`src/design/pil_pkg.sv`:
```
// package: register map, field positions, thresholds and irq numbering of the interrupt request logic
package pil_pkg;
  localparam int unsigned ADDR_W = 8;
  // register byte addresses
  localparam logic [7:0] KEY_DATA_A    = 8'h00;
  localparam logic [7:0] KEY_EN_A      = 8'h08;
  localparam logic [7:0] KEY_CAP_A     = 8'h0C;
  localparam logic [7:0] EXP_DATA_A    = 8'h10;
  localparam logic [7:0] EXP_EN_A      = 8'h18;
  localparam logic [7:0] EXP_CAP_A     = 8'h1C;
  localparam logic [7:0] PORT_STRIDE   = 8'h10;
  localparam logic [7:0] DBG_CTRL_A    = 8'h20;
  localparam logic [7:0] DBG_DATA_A    = 8'h24;
  localparam logic [7:0] SER_CTRL_A    = 8'h28;
  localparam logic [7:0] IR_CTRL_A     = 8'h2C;
  localparam logic [7:0] TMR0_STAT_A   = 8'h30;
  localparam logic [7:0] TMR0_CTRL_A   = 8'h34;
  localparam logic [7:0] TMR_STRIDE    = 8'h08;
  localparam logic [7:0] PEND_A        = 8'h40;
  localparam logic [7:0] RST_VEC_A     = 8'h44;
  localparam logic [7:0] EXC_VEC_A     = 8'h48;
  // processor vectors
  localparam logic [31:0] RESET_VECTOR = 32'h0000_0000;
  localparam logic [31:0] EXC_VECTOR   = 32'h0000_0020;
  // uart control fields
  localparam int unsigned RX_EN_BIT    = 0;
  localparam int unsigned TX_EN_BIT    = 1;
  localparam int unsigned RX_PEND_BIT  = 8;
  localparam int unsigned TX_PEND_BIT  = 9;
  localparam int unsigned CNT_LSB      = 16;
  // timer fields
  localparam int unsigned EXPIRED_BIT  = 0;
  localparam int unsigned EXP_IE_BIT   = 0;
  // request thresholds (strictly greater than)
  localparam logic [15:0] DBG_THRESH   = 16'h0007;
  localparam logic [15:0] SER_THRESH   = 16'h001F;
  localparam logic [15:0] IR_THRESH    = 16'h005F;
  // irq numbers
  localparam int unsigned IRQ_TMR0 = 0;
  localparam int unsigned IRQ_KEY  = 1;
  localparam int unsigned IRQ_TMR1 = 2;
  localparam int unsigned IRQ_AUD  = 6;
  localparam int unsigned IRQ_PS2  = 7;
  localparam int unsigned IRQ_DBG  = 8;
  localparam int unsigned IRQ_IR   = 9;
  localparam int unsigned IRQ_SER  = 10;
  localparam int unsigned IRQ_EXP  = 11;
  localparam int unsigned IRQ_USB  = 17;
  localparam int unsigned IRQ_PS2B = 23;
  localparam logic [31:0] ZERO32   = 32'h0000_0000;
endpackage

```
`src/design/pil_top.sv`:
```
// interrupt request logic: parallel-port capture, uart and timer requests, irq line map, apb registers
//
// Contract
// - processor reset fetch address is 0x00000000.
// - all exceptions and interrupts vector to 0x00000020; software finds cause.
// - irq map: timer to 0, pushbutton port to 1, second timer to 2.
// - audio 6, ps2 7, debug uart 8, ir uart 9, serial 10, expansion 11, usb 17, ps2b 23.
// - parallel port per-bit interrupt enable register at offset 8.
// - capture register at offset C latches each 0-to-1 input change.
// - any write to capture register clears all bits and drops request.
// - pushbutton capture bit set on key press, readable by handler.
// - debug uart requests when enabled and fill or free count exceeds 7.
// - debug uart pending bits shown in control, clear as data moves.
// - serial uart requests when enabled and fill or free count exceeds 31.
// - serial uart pending bits shown in control, clear as data moves.
// - ir uart requests when enabled and more than 95 characters held.
// - ir uart receive pending clears as reads lower occupancy.
// - timer requests while expiry flag and expiry enable are both one.
// - any write to timer status clears the timer request.
// - all irq lines readable in a pending register.
// - expiry flag set at count zero; writing zero clears it.
// - debug uart fill count sits in data bits 31-16.
//
// Local design decision: the APB interface to the registers.
module pil_top
  import pil_pkg::*;
(
  input  wire logic        ref_clk,        // system clock
  input  wire logic        arst_n,         // async reset, active low
  input  wire logic        psel,           // apb select
  input  wire logic        penable,        // apb access phase
  input  wire logic        pwrite,         // apb direction
  input  wire logic [7:0]  paddr,          // apb byte address
  input  wire logic [31:0] pwdata,         // apb write data
  output logic             pready,         // apb ready
  output logic [31:0]      prdata,         // apb read data
  output logic             pslverr,        // apb error on unmapped address
  input  wire logic [31:0] key_in,         // pushbutton port inputs, 1 = pressed
  input  wire logic [31:0] exp_in,         // expansion port inputs
  input  wire logic [15:0] dbg_rx_fill,    // debug uart rx_fill_count
  input  wire logic [15:0] dbg_tx_free,    // debug uart tx_free_count
  input  wire logic [15:0] ser_rx_fill,    // serial uart rx_fill_count
  input  wire logic [15:0] ser_tx_free,    // serial uart tx_free_count
  input  wire logic [15:0] ir_rx_fill,     // ir uart rx_fill_count
  input  wire logic [1:0]  tmr_zero,       // timer count reached zero, one pulse each
  input  wire logic        aud_irq,        // audio port request
  input  wire logic        ps2_irq,        // ps2 port request
  input  wire logic        usb_irq,        // usb port request
  input  wire logic        ps2b_irq,       // second ps2 port request
  output logic [31:0]      irq_lines,      // processor irq inputs
  output logic [31:0]      reset_vector,   // processor reset address
  output logic [31:0]      exc_vector      // processor exception address
);
  timeunit 1ns;
  timeprecision 1ps;

  ////////////////////////////////////////////////////////////////////////////
  // helpers

  // address match for one register
  function automatic logic hit(input logic [7:0] a, input logic [7:0] off);
    hit = (a == off);
  endfunction

  // uart request: enabled and count strictly above threshold
  // recomputed every cycle, so draining or filling a queue clears it without a write
  function automatic logic over(input logic en, input logic [15:0] cnt, input logic [15:0] th);
    over = en && (cnt > th);
  endfunction

  ////////////////////////////////////////////////////////////////////////////
  // declarations

  // bus answer and decode
  logic        pready_q;
  logic [31:0] prdata_q;
  logic        pslverr_q;
  logic        wr_go;
  logic [31:0] rd_d;
  logic        map_d;
  // parallel port state
  logic [31:0] port_in   [2];
  logic [31:0] prev_q    [2];
  logic [31:0] en_q      [2];
  logic [31:0] cap_q     [2];
  logic [1:0]  port_irq;
  // uart state
  logic [1:0]  dbg_en_q;
  logic [1:0]  ser_en_q;
  logic        ir_en_q;
  logic [1:0]  dbg_pend_q;
  logic [1:0]  ser_pend_q;
  logic        ir_pend_q;
  // timer state
  logic [1:0]  tflag_q;
  logic [1:0]  tie_q;
  // irq and vector registers
  logic [31:0] irq_q;
  logic [31:0] irq_d;
  logic [31:0] rvec_q;
  logic [31:0] evec_q;

  // port inputs as an array for the generate loop
  assign port_in[0] = key_in;
  assign port_in[1] = exp_in;

  // a write takes effect at the edge where the master sees pready
  // reads have no side effects, so only writes need this qualifier
  assign wr_go = psel && penable && pwrite && pready_q;

  ////////////////////////////////////////////////////////////////////////////
  // apb slave: one wait state, answer registered

  // read mux and address decode
  always_comb begin
    rd_d  = ZERO32;
    map_d = 1'b1;
    case (paddr)
      KEY_DATA_A:  rd_d = key_in;
      KEY_EN_A:    rd_d = en_q[0];
      KEY_CAP_A:   rd_d = cap_q[0];
      EXP_DATA_A:  rd_d = exp_in;
      EXP_EN_A:    rd_d = en_q[1];
      EXP_CAP_A:   rd_d = cap_q[1];
      DBG_CTRL_A:  begin
        rd_d[RX_EN_BIT]   = dbg_en_q[0];
        rd_d[TX_EN_BIT]   = dbg_en_q[1];
        rd_d[RX_PEND_BIT] = dbg_pend_q[0];
        rd_d[TX_PEND_BIT] = dbg_pend_q[1];
        rd_d[31:CNT_LSB]  = dbg_tx_free;
      end
      DBG_DATA_A:  rd_d[31:CNT_LSB] = dbg_rx_fill;
      SER_CTRL_A:  begin
        rd_d[RX_EN_BIT]   = ser_en_q[0];
        rd_d[TX_EN_BIT]   = ser_en_q[1];
        rd_d[RX_PEND_BIT] = ser_pend_q[0];
        rd_d[TX_PEND_BIT] = ser_pend_q[1];
      end
      IR_CTRL_A:   begin
        rd_d[RX_EN_BIT]   = ir_en_q;
        rd_d[RX_PEND_BIT] = ir_pend_q;
      end
      TMR0_STAT_A: rd_d[EXPIRED_BIT] = tflag_q[0];
      TMR0_CTRL_A: rd_d[EXP_IE_BIT]  = tie_q[0];
      TMR0_STAT_A + TMR_STRIDE: rd_d[EXPIRED_BIT] = tflag_q[1];
      TMR0_CTRL_A + TMR_STRIDE: rd_d[EXP_IE_BIT]  = tie_q[1];
      PEND_A:      rd_d = irq_q;
      RST_VEC_A:   rd_d = rvec_q;
      EXC_VEC_A:   rd_d = evec_q;
      default:     map_d = 1'b0;
    endcase
  end

  // ready, data and error raised one cycle into the access phase
  always_ff @(posedge ref_clk or negedge arst_n) begin
    if (!arst_n) begin
      pready_q  <= 1'b0;
      prdata_q  <= ZERO32;
      pslverr_q <= 1'b0;
    end else begin
      pready_q  <= psel && penable && !pready_q;
      prdata_q  <= (psel && penable && !pready_q && !pwrite) ? rd_d : ZERO32;
      pslverr_q <= psel && penable && !pready_q && !map_d;
    end
  end

  ////////////////////////////////////////////////////////////////////////////
  // parallel ports: enable, rising-edge capture, request

  // one instance per interrupt-capable port
  for (genvar p = 0; p < 2; p++) begin : g_port
    logic [7:0] base;
    assign base = PORT_STRIDE * 8'(p);

    // input history for edge detection
    always_ff @(posedge ref_clk or negedge arst_n) begin
      if (!arst_n) begin
        prev_q[p] <= ZERO32;
      end else begin
        prev_q[p] <= port_in[p];
      end
    end

    // per-bit interrupt enable
    always_ff @(posedge ref_clk or negedge arst_n) begin
      if (!arst_n) begin
        en_q[p] <= ZERO32;
      end else if (wr_go && hit(paddr, KEY_EN_A + base)) begin
        en_q[p] <= pwdata;
      end
    end

    // capture: any write clears, a new rising edge in the same cycle survives
    always_ff @(posedge ref_clk or negedge arst_n) begin
      if (!arst_n) begin
        cap_q[p] <= ZERO32;
      end else begin
        cap_q[p] <= ((wr_go && hit(paddr, KEY_CAP_A + base)) ? ZERO32 : cap_q[p])
                    | (port_in[p] & ~prev_q[p]);
      end
    end

    // request while any enabled capture bit stands
    assign port_irq[p] = |(cap_q[p] & en_q[p]);
  end

  ////////////////////////////////////////////////////////////////////////////
  // uart interrupt enables

  // debug uart enable bits
  always_ff @(posedge ref_clk or negedge arst_n) begin
    if (!arst_n) begin
      dbg_en_q <= 2'b00;
    end else if (wr_go && hit(paddr, DBG_CTRL_A)) begin
      dbg_en_q <= {pwdata[TX_EN_BIT], pwdata[RX_EN_BIT]};
    end
  end

  // serial uart enable bits
  always_ff @(posedge ref_clk or negedge arst_n) begin
    if (!arst_n) begin
      ser_en_q <= 2'b00;
    end else if (wr_go && hit(paddr, SER_CTRL_A)) begin
      ser_en_q <= {pwdata[TX_EN_BIT], pwdata[RX_EN_BIT]};
    end
  end

  // ir uart enable: no transmitter, so the transmit bits have no effect
  always_ff @(posedge ref_clk or negedge arst_n) begin
    if (!arst_n) begin
      ir_en_q <= 1'b0;
    end else if (wr_go && hit(paddr, IR_CTRL_A)) begin
      ir_en_q <= pwdata[RX_EN_BIT];
    end
  end

  // debug uart pending follows the counts, so moving data clears it
  always_ff @(posedge ref_clk or negedge arst_n) begin
    if (!arst_n) begin
      dbg_pend_q <= 2'b00;
    end else begin
      dbg_pend_q[0] <= over(dbg_en_q[0], dbg_rx_fill, DBG_THRESH);
      dbg_pend_q[1] <= over(dbg_en_q[1], dbg_tx_free, DBG_THRESH);
    end
  end

  // serial uart pending follows the counts
  always_ff @(posedge ref_clk or negedge arst_n) begin
    if (!arst_n) begin
      ser_pend_q <= 2'b00;
    end else begin
      ser_pend_q[0] <= over(ser_en_q[0], ser_rx_fill, SER_THRESH);
      ser_pend_q[1] <= over(ser_en_q[1], ser_tx_free, SER_THRESH);
    end
  end

  // ir uart receive pending follows the occupancy
  always_ff @(posedge ref_clk or negedge arst_n) begin
    if (!arst_n) begin
      ir_pend_q <= 1'b0;
    end else begin
      ir_pend_q <= over(ir_en_q, ir_rx_fill, IR_THRESH);
    end
  end

  ////////////////////////////////////////////////////////////////////////////
  // interval timers: expiry flag and expiry enable

  for (genvar t = 0; t < 2; t++) begin : g_tmr
    logic [7:0] toff;
    logic       st_wr;
    // register offsets of this timer
    assign toff  = TMR_STRIDE * 8'(t);
    assign st_wr = wr_go && hit(paddr, TMR0_STAT_A + toff);

    // zero reached sets; any status write clears; set wins
    always_ff @(posedge ref_clk or negedge arst_n) begin
      if (!arst_n) begin
        tflag_q[t] <= 1'b0;
      end else if (tmr_zero[t]) begin
        tflag_q[t] <= 1'b1;
      end else if (st_wr) begin
        tflag_q[t] <= 1'b0;
      end
    end

    // expiry interrupt enable
    always_ff @(posedge ref_clk or negedge arst_n) begin
      if (!arst_n) begin
        tie_q[t] <= 1'b0;
      end else if (wr_go && hit(paddr, TMR0_CTRL_A + toff)) begin
        tie_q[t] <= pwdata[EXP_IE_BIT];
      end
    end
  end

  ////////////////////////////////////////////////////////////////////////////
  // irq line map to the processor

  // route each request to its fixed line number
  always_comb begin
    irq_d           = ZERO32;
    irq_d[IRQ_TMR0] = tflag_q[0] & tie_q[0];
    irq_d[IRQ_KEY]  = port_irq[0];
    irq_d[IRQ_TMR1] = tflag_q[1] & tie_q[1];
    irq_d[IRQ_AUD]  = aud_irq;
    irq_d[IRQ_PS2]  = ps2_irq;
    irq_d[IRQ_DBG]  = |dbg_pend_q;
    irq_d[IRQ_IR]   = ir_pend_q;
    irq_d[IRQ_SER]  = |ser_pend_q;
    irq_d[IRQ_EXP]  = port_irq[1];
    irq_d[IRQ_USB]  = usb_irq;
    irq_d[IRQ_PS2B] = ps2b_irq;
  end

  // registered irq lines, also read back as the pending register
  always_ff @(posedge ref_clk or negedge arst_n) begin
    if (!arst_n) begin
      irq_q <= ZERO32;
    end else begin
      irq_q <= irq_d;
    end
  end

  // fixed vectors held in flip-flops so the outputs come from registers
  always_ff @(posedge ref_clk or negedge arst_n) begin
    if (!arst_n) begin
      rvec_q <= RESET_VECTOR;
      evec_q <= EXC_VECTOR;
    end else begin
      rvec_q <= RESET_VECTOR;
      evec_q <= EXC_VECTOR;
    end
  end

  ////////////////////////////////////////////////////////////////////////////
  // outputs

  assign pready       = pready_q;
  assign prdata       = prdata_q;
  assign pslverr      = pslverr_q;
  assign irq_lines    = irq_q;
  assign reset_vector = rvec_q;
  assign exc_vector   = evec_q;

endmodule

```
`config.mk`:
```
export PLATFORM = sky130hd
export DESIGN_NAME = pil_top
export DESIGN_NICKNAME = d
export VERILOG_FILES = /design/src/design/pil_pkg.sv /design/src/design/pil_top.sv
export SDC_FILE = /design/constraint.sdc
export NUM_CORES = 1
export LEC_CHECK = 0
export BUFFER_PORTS_ARGS = -buffer_cell sky130_fd_sc_hd__clkbuf_2
export CORE_ASPECT_RATIO = 0.5
export CORE_MARGIN = 3
export CORE_UTILIZATION = 30
export CTS_BUF_LIST = sky130_fd_sc_hd__clkbuf_2
export CTS_CLUSTER_DIAMETER = 100
export DETAILED_ROUTE_END_ITERATION = 10
export GPL_TIMING_DRIVEN = 1
export PLACE_DENSITY = 0.47
export SYNTH_ARGS = -nofsm -noshare
export SYNTH_HDL_FRONTEND = slang
export SYNTH_SLANG_ARGS = --single-unit
```
`constraint.sdc`:
```
create_clock -name ref_clk -period 1.85 [get_ports ref_clk]
set_input_delay 0.185 -clock ref_clk [delete_from_list [all_inputs] [get_ports ref_clk]]
set_output_delay 0.185 -clock ref_clk [all_outputs]
set_load 0.02 [all_outputs]
```
Word-level counts from Yosys, hierarchy flattened

Cells that the tools add are included.

Bits in read-only memories: 0
Output and inout bits: 130
Bits in latches: 0
Logic and storage cells: 99
Input bits: 195
RAM bits: 0
Register bits: 251
Memories kept: 0

Shift operators: 0
$add $sub $neg: 0
Bitwise logic cells: 10
Reductions and logical operators: 33
Magnitude comparators: 5
Divide/modulo/power cells: 0
Eq/ne operators: 16
Multiply operators: 0
Mux-type cells: 15

Operators with widths:

| cell                  | count |
|---|---|
| $pmux W16 S9          | 1 |
| $and A32 B32 Y32      | 4 |
| $mux W32              | 3 |
| $eq A8 B6 Y1 const B  | 8 |
| $not A32 Y32          | 2 |
| $or A32 B32 Y32       | 2 |
| $reduce_or A32 Y1     | 2 |
| $pmux W6 S8           | 1 |
| $pmux W6 S7           | 1 |
| $gt A16 B3 Y1 const B | 2 |
| $gt A16 B5 Y1 const B | 2 |
| $eq A8 B5 Y1 const B  | 3 |
| $eq A8 B7 Y1 const B  | 3 |
| $logic_and A1 B1 Y1   | 22 |
| $pmux W1 S9           | 2 |
| $reduce_or A17 Y1     | 1 |
| $eq A8 B4 Y1 const B  | 2 |
| $gt A16 B7 Y1 const B | 1 |
| $pmux W1 S14          | 1 |
| $pmux W1 S10          | 1 |
| $logic_not A8 Y1      | 1 |
| $mux W1               | 5 |
| $reduce_bool A2 Y1    | 2 |
| $reduce_or A2 Y1      | 2 |
| other kinds (2)       | 5 |

Longest topological paths before layout

Gate-level depths: netlist of the first run.

Depth in word-level cells: 6
Gate-level depth with buffers: 8
Gate-level depth less buffers: 5

Least setup slack after synthesis of the first run

OpenSTA, ideal clock, no wires.

Kind: input port to flip-flop
Start point: input port paddr[7]
End point: register en_q[49] in the netlist's numbering
Setup slack: -0.069 ns
Required time: 1.725 ns
Cell stages on the path: 7
Buffers on the path: 3
Arrival time: 1.794 ns
Setup time: 0.125 ns
Cell sequence: buf_6 > or2_4 > or3_1 > buf_2 > nor3_4 > buf_6 > mux2_2

Longest elaborated chain between the ends: 2

RTL lines:

| item                            | RTL line       | RTL |
|---|---|---|
| from (decl)                     | pil_top.sv:33  | `input wire logic [7:0] paddr,` |
| $eq A8 B4 Y1                    | pil_top.sv:62  | `hit = (a == off);` |
| $logic_and A1 B1 Y1             | pil_top.sv:188 | `end else if (wr_go && hit(paddr, KEY_EN_A + base)) begin` |
| to (signal, indexed assignment) | pil_top.sv:189 | `en_q[p] <= pwdata;` |
| to (decl)                       | pil_top.sv:84  | `logic [31:0] en_q [2];` |

No other way between the ends.
A chain may end at the register's enable or synchronous reset.

Worst setup path after layout of the first run

Start point: input port paddr[1]
End point: register prdata_q[16], in the netlist prdata[16]

Longest elaborated chain between the ends: 3
Elaborated cells on any way between the ends: 11
Classes of those cells: eq/ne: 8; mux: 2; reduce/logical: 1

RTL lines:

| item                                 | RTL line       | RTL |
|---|---|---|
| $eq A8 B7 Y1 (tied with other cells) | pil_top.sv:118 | `case (paddr)` |
| $pmux W16 S9 *                       | pil_top.sv:118 |  |
| $mux W32 *                           | pil_top.sv:162 | `prdata_q <= (psel && penable && !pready_q && !pwrite) ? rd_d : ZERO32;` |
| to (signal assigned)                 | pil_top.sv:162 |  |
| to (decl)                            | pil_top.sv:76  | `logic [31:0] prdata_q;` |

Every way passes the cells marked *; elsewhere a longest branch is shown, timed or not.

==> results of run 1 <==
-- timing repair --
item                                   CTS  global route
buffers inserted                         0             2
endpoints found under the hold margin  495             7
hold buffers                           251             6
setup endpoints to repair                3            17
gates resized for setup                  5            16
-- Yosys cell counts (all sizes together) (8+ instances only) --
master / number / area (sq um)
a21oi: 24 / 120.1
a222oi: 10 / 100.1
a22o: 79 / 691.9
a22oi: 71 / 533.0
a31oi: 9 / 56.30
and2: 9 / 56.31
buf: 111 / 785.8
clkbuf: 25 / 93.84
dfrtp: 251 / 6281
inv: 70 / 262.8
mux2: 117 / 1318
mux2i: 16 / 160.2
nand2: 42 / 157.7
nand3: 8 / 40.04
nand4: 10 / 62.56
nor2: 30 / 117.6
nor3: 12 / 81.33
nor4: 13 / 87.58
o22a: 9 / 78.83
-- metrics by stage --
stage	instance area (sq um)	setup WS (ns)
after floorplan	11960	-0.01421
after global placement	13980	-0.2570
after detailed placement	13980	-0.2652
after CTS	17090	-0.0007411
after global routing	17230	-0.04650
final	17230	-0.004615
-- layout make-up --
class                           count  area [sq um]  share of cell area (%)
Multi-Input combinational cell    616          4589                   26.64
Antenna cell                        1         2.502                 0.01452
Clock inverter                     22         116.4                  0.6754
Clock buffer                       90         450.4                   2.614
Tap cell                          520         650.6                   3.776
Timing Repair Buffer              606          4875                   28.29
Sequential cell                   251          6282                   36.46
Inverter                           70         262.8                   1.525
-- power breakdown --
part | total, mW | internal [mW] | switching, mW
Clock | 3.92 | 1.45 | 2.47
Combinational | 1.66 | 0.791 | 0.871
Sequential | 5.61 | 5.57 | 0.0391
-- cells in the final DEF (no fill, tap or decap), drive strengths merged, types with 30 or more instances in the layout --
cell type      n
a22o          79
a22oi         71
buf          129
clkbuf       311
conb          85
dfrtp        251
dlygate4sd3  256
inv           73
mux2         117
nand2         42
nor2          30
-- registers in the layout, indices dropped and copies added, names as in the netlist --
signal and flops:
dbg_pend_q 2, ir_pend_q 1, tie_q 2, prev_q 64, ser_en_q 2, prdata 32
cap_q 64, ir_en_q 1, en_q 64, tflag_q 2, irq_lines 11, pready 1
pslverr 1, ser_pend_q 2, dbg_en_q 2
-- critical path: cells and delay by family --
family | cells | cell delay, ns
compound gates | 2 | 0.23
buf+inv | 5 | 1.62
simple gates | 3 | 0.68
-- per-layer routing --
layer	track usage, %	part of all wire, %
met1	30.38	42
met2	38.77	47
met3	6.656	7.6
met4	7.649	3.0
met5	0	0
-- cells by family (layout without fill, tap and decap cells) --
family	after synthesis	after routing	share of synthesized area [%]
compound gates	252	252	16.96
other cells	2	86	0.06453
buf+inv	206	788	9.815
mux	133	133	12.70
simple gates	146	146	6.493
flops	251	251	53.97
-- final timing paths --
| path | from | end | slack, ns |
|---|---|---|---|
| hold reg to reg | ir_pend_q | irq_lines[9] | 0.41 |
| max in group asynchronous | arst_n | prdata[1] | 1.06 |
| min in group asynchronous | arst_n | en_q[12] | 0.40 |
| hold / removal | exp_in[28] | cap_q[28] | 0.07 |
| setup reg to reg | cap_q[1] | irq_lines[11] | 0.06 |
| setup / recovery | paddr[1] | prdata[16] | -0.005 |
==> flow_summary_export.csv, run 1 <==
group,metric,value,unit
clock_network,clock_sinks,251,
global_route,grt_max_degree,56,
detailed_routing,postRouteAntennaNets,0,
worst_setup_path,end_kind,"register",
clock_network,cts_buffers,66,
detailed_routing,firstDrtPassIters,7,
timing,min_period,1.855,ns
pwr,power_density,649.6,nW/um^2
global_route,grtUsageTotal,23.71,%
detailed_routing,wl_per_cell,22.63,um
worst_setup_path,cp.arrival,2.74,ns
timing,holdWs,0.06866,ns
synthesis,synth.distinct_cells,54,
synthesis,async_flop_share,100.0,%
placement,io_buffers,224,
worst_setup_path,slowest_stage,"dlygate4sd3_1",
cells_and_area,nFillCells,3588,
clock_network,cts_tree,"done",
global_route,antenna_found_initial,1,
clock_network,root_buffer,"clkbuf_2",
timing,tns,-0.004615,ns
placement,place_inst,1804,
timing,fin_ws,-0.004615,ns
synthesis,synth_warnings,0,
floorplanning,initial_core_util,30.75,%
worst_setup_path,crit_chain,"dlygate4sd3_1, clkbuf_2, or2_2, buf_4, nor3_2, buf_12, a22o_1, dlygate4sd3_1, a222oi_1, nor2_1",
synthesis,yosysSeqAreaShare,53.97,%
global_route,grt-ovfl-total,0,
cells_and_area,area_growth,48.03,%
timing,hold_viol,0,
detailed_routing,drt-initial-drc-count,786,
worst_setup_path,start_kind,"primary input",
detailed_routing,routed_wl,49250,um
clock_network,clock_latency,0.97,ns
synthesis,syn_inst,990,
cells_and_area,final_core_util,45.52,%
clock_network,ctsLongestPathBuffers,3,
synthesis,syn-cell-area,11640,sq um
timing,max_freq,539.2,MHz
floorplanning,core,37850,sq um
min_path,worstHoldPathCells,3,
timing,finalSetupViolCount,1,
cells_and_area,drive_gt1_share,35.47,%
cells_and_area,fin_nets,1806,
pwr,power,11.19,mW
worst_setup_path,required,2.74,ns
detailed_routing,vias,10700,
floorplanning,dieArea,41340,sq um
global_route,grt_pass1_wl,73250,um
worst_setup_path,cp_max_fo,12,
floorplanning,io_pins,325,
timing,tightest_slew,0.6456,ns
outcome,status,"finished, violations left",
detailed_routing,remaining_drc_errors,0,
floorplanning,die_w,284.6,um
global_route,first_global_vias,11480,
placement,gp_congestion,0.9040,
clock_network,htreeDepth,3,
job,maxCapViolCount,0,
cells_and_area,final_cells,2176,
timing,finalCritPeriodShare,100.2,%
pwr,vdd_drop_max,0.0002812,V
timing,clock_skew,0.08314,ns
min_path,min_path_type,"in -> reg",
synthesis,synth_ff_type,"dfrtp_1",
floorplanning,die_y,145.3,um
clock_network,clk_pin_slew_worst_paths,0.11,ns
pwr,leakage,8.387,nW
placement,hpwl,34820,um
floorplanning,num_rows,50,
detailed_routing,routed_via_density,4.919,
synthesis,synth_edf_count,0,
synthesis,postSynthAreaPerCell,11.76,sq um
timing,drv_slew,0,
outcome,violations,"setup timing",
worst_setup_path,worstRegToRegCells,4,
synthesis,ys_ff_latch,251,
timing,maxSlewHeadroom,56.56,%
worst_setup_path,cpPeakStageDelay,0.57,ns
worst_setup_path,path_class,"in -> reg",
worst_setup_path,cp_common_cell,"dlygate4sd3_1",
timing,rsz0062_at_grt,"true",
Note: power is estimated with default switching activity, not from simulation.
==> run 2, diff against run 1 <==
Settings changed: CORE_UTILIZATION 30 to 50, PLACE_DENSITY 0.47 to 0.73.
==> run 2 against run 1 <==
  * The flow still finishes with violations (setup timing)
  * Setup slack worse by 0.047 ns
  * Flip-flop and latch count stayed put
  * Register-to-register slack hardly changed
  * Core utilization is 29 points higher
  * Global-route usage is 12 points higher
  * Final area is 4.3% lower
  * Clock skew is 0.018 ns lower
  * Wire length is 7.2% lower
  * Via count is 3.5% higher
  * Sequential share of layout area is 1.6 points higher
  * Combinational power is 4% lower
==> flow_summary_export.csv, run 2 (synthesized netlist as in run 1, its figures left out) <==
group,metric,value,unit
detailed_routing,postRouteAntennaNets,0,
outcome,status,"finished, violations left",
clock_network,cts_buffers,53,
clock_network,clk_pin_slew_worst_paths,0.14,ns
cells_and_area,fin_nets,1754,
detailed_routing,wl_per_cell,24.16,um
clock_network,htreeDepth,2,
detailed_routing,routed_via_density,5.857,
timing,tightest_slew,0.5758,ns
detailed_routing,drt-initial-drc-count,1569,
placement,io_buffers,224,
pwr,p_seq_share,51.7,%
outcome,violations,"setup timing",
placement,hpwl,31000,um
global_route,grt_max_degree,58,
cells_and_area,final_core_util,74.09,%
pwr,power_density,658.0,nW/um^2
cells_and_area,mostFrequentLayoutCells,"clkbuf_2, dfrtp_1, dlygate4sd3_1, mux2_2, buf_4",
timing,rsz0062_at_grt,"false",
timing,min_period,1.901,ns
worst_setup_path,cp_max_fo,2,
worst_setup_path,crit_family,"buffers and inverters",
cells_and_area,drive_gt1_share,34.57,%
min_path,min_path_type,"in -> reg",
clock_network,ctsLongestPathBuffers,3,
floorplanning,dieArea,25260,sq um
timing,drv_slew,0,
timing,hold_viol,0,
pwr,clockPowerShare,33.5,%
global_route,grt_pass1_wl,68400,um
pwr,p_comb_share,14.7,%
placement,dp_slack,-0.1121,ns
timing,holdWs,0.05849,ns
clock_network,cts_tree,"done",
floorplanning,die_y,113.9,um
timing,finalCritPeriodShare,102.8,%
timing,fin_ws,-0.05113,ns
pwr,internal_power,7.714,mW
job,maxCapViolCount,0,
clock_network,clock_sinks,251,
clock_network,clock_latency,0.90,ns
clock_network,root_buffer,"clkbuf_2",
global_route,grt_use_met2,56.07,%
detailed_routing,remaining_drc_errors,0,
worst_setup_path,path_class,"in -> reg",
floorplanning,die_w,221.8,um
global_route,met3_usage,11.62,%
worst_setup_path,crit_chain,"dlygate4sd3_1, clkbuf_2, nor3_1, dlygate4sd3_1, a41oi_1, dlygate4sd3_1",
placement,gp_congestion,0.9393,
worst_setup_path,cp.arrival,2.63,ns
pwr,vdd_drop_max,0.0003510,V
floorplanning,initial_core_util,52.31,%
global_route,first_global_vias,11540,
worst_setup_path,cpPeakStageDelay,0.66,ns
global_route,grtUsageTotal,35.79,%
cells_and_area,area_growth,41.65,%
global_route,antenna_found_initial,2,
detailed_routing,routed_wl,45710,um
worst_setup_path,crit_buf_inv,4,
worst_setup_path,slowest_stage,"dlygate4sd3_1",
timing,maxSlewHeadroom,61.61,%
worst_setup_path,end_kind,"register",
floorplanning,core,22250,sq um
floorplanning,io_pins,325,
timing,clock_skew,0.06504,ns
cells_and_area,top_regs,"cap_q x64, en_q x64, prev_q x64",
global_route,grt-ovfl-total,0,
worst_setup_path,start_kind,"primary input",
worst_setup_path,cp_common_cell,"dlygate4sd3_1",
floorplanning,num_rows,38,
pwr,p_sw,3.134,mW
pwr,p_sw_share,28.89,%
pwr,leakage,8.142,nW
detailed_routing,vias,11080,
global_route,top_usage_layer,"met2",
detailed_routing,firstDrtPassIters,9,
worst_setup_path,required,2.58,ns
timing,max_freq,526.0,MHz
global_route,grt_util_met1,47.55,%
cells_and_area,final_common_cell,"clkbuf_2",
timing,finalSetupViolCount,1,
==> run 2: cell types whose count changed in the layout (fill, tap and decap cells not counted), sizes merged <==
| cell | previous run | this run |
|---|---|---|
| clkbuf | 311 | 302 |
| bufinv | 1 | 2 |
| buf | 129 | 106 |
| dlygate4sd3 | 256 | 238 |
| clkinvlp | 1 | 0 |
| inv | 73 | 71 |
| clkinv | 17 | 5 |
==> run 2: worst paths after layout <==
check / startpoint / end / slack, ns / cells past startpoint
hold reg to reg: ir_pend_q / irq_lines[9] / 0.41 / 0
setup reg to reg: pready / prdata[20] / 0.06 / 6
hold / removal: paddr[7] / prdata[9] / 0.06 / 6
max in group asynchronous: arst_n / en_q[54] / 0.77 / 4
min in group asynchronous: arst_n / prev_q[35] / 0.33 / 3
setup / recovery: dbg_tx_free[5] / dbg_pend_q[1] / -0.05 / 6
==> run 2: final cells by class <==
type | instances | area [sq um]
Antenna cell | 1 | 2.502
Tap cell | 300 | 375.4
Clock buffer | 79 | 395.4
Sequential cell | 251 | 6282
Multi-Input combinational cell | 616 | 4577
Fill cell | 1471 | 5766
Timing Repair Buffer | 567 | 4502
Inverter | 70 | 262.8
Clock inverter | 8 | 88.84
==> run 2: worst min-delay path, stage by stage <==
cell	delay (ns)
clkbuf_2	0.12
buf_4	0.14
a211o_1	0.13
a21o_1	0.12
a21o_1	0.14
a21oi_1	0.06
==> run 2: power by group through the flow <==
stage	registers, mW	clock network, mW	logic, mW
after CTS	5.61	3.61	1.53
after detailed placement	5.72	0	1.14
after global routing	5.62	3.96	1.69
final	5.61	3.63	1.60
after global placement	5.72	0	1.12
after floorplan	5.72	0	0.610
==> run 2: timing repair <==
action | in CTS | in global routing
hold endpoints to repair | 495 | 5
hold buffers | 233 | 5
endpoints found under the setup margin | 1 | 8
gates resized for setup | 1 | 9
pin swaps | 0 | 1
setup buffers | 0 | 2
==> run 2: metal layers <==
layer / vias to the layer above / routed length, um
li1: 4636 / -
met1: 5462 / 17750
met2: 820 / 20580
met3: 162 / 5690
met4: 2 / 1621
met5: - / 69
==> run 2: stage by stage <==
stage	setup TNS [ns]	instances	power (mW)	area, sq um
2_1_floorplan	-0.3913	1073	6.329	11960
6_report	-0.05113	1892	10.85	16490
3_5_place_dp	-4.024	1564	6.860	13560
3_3_place_gp	-2.790	1564	6.837	13560
5_1_grt	0	1892	11.27	16490
4_1_cts	0	1884	10.75	16380
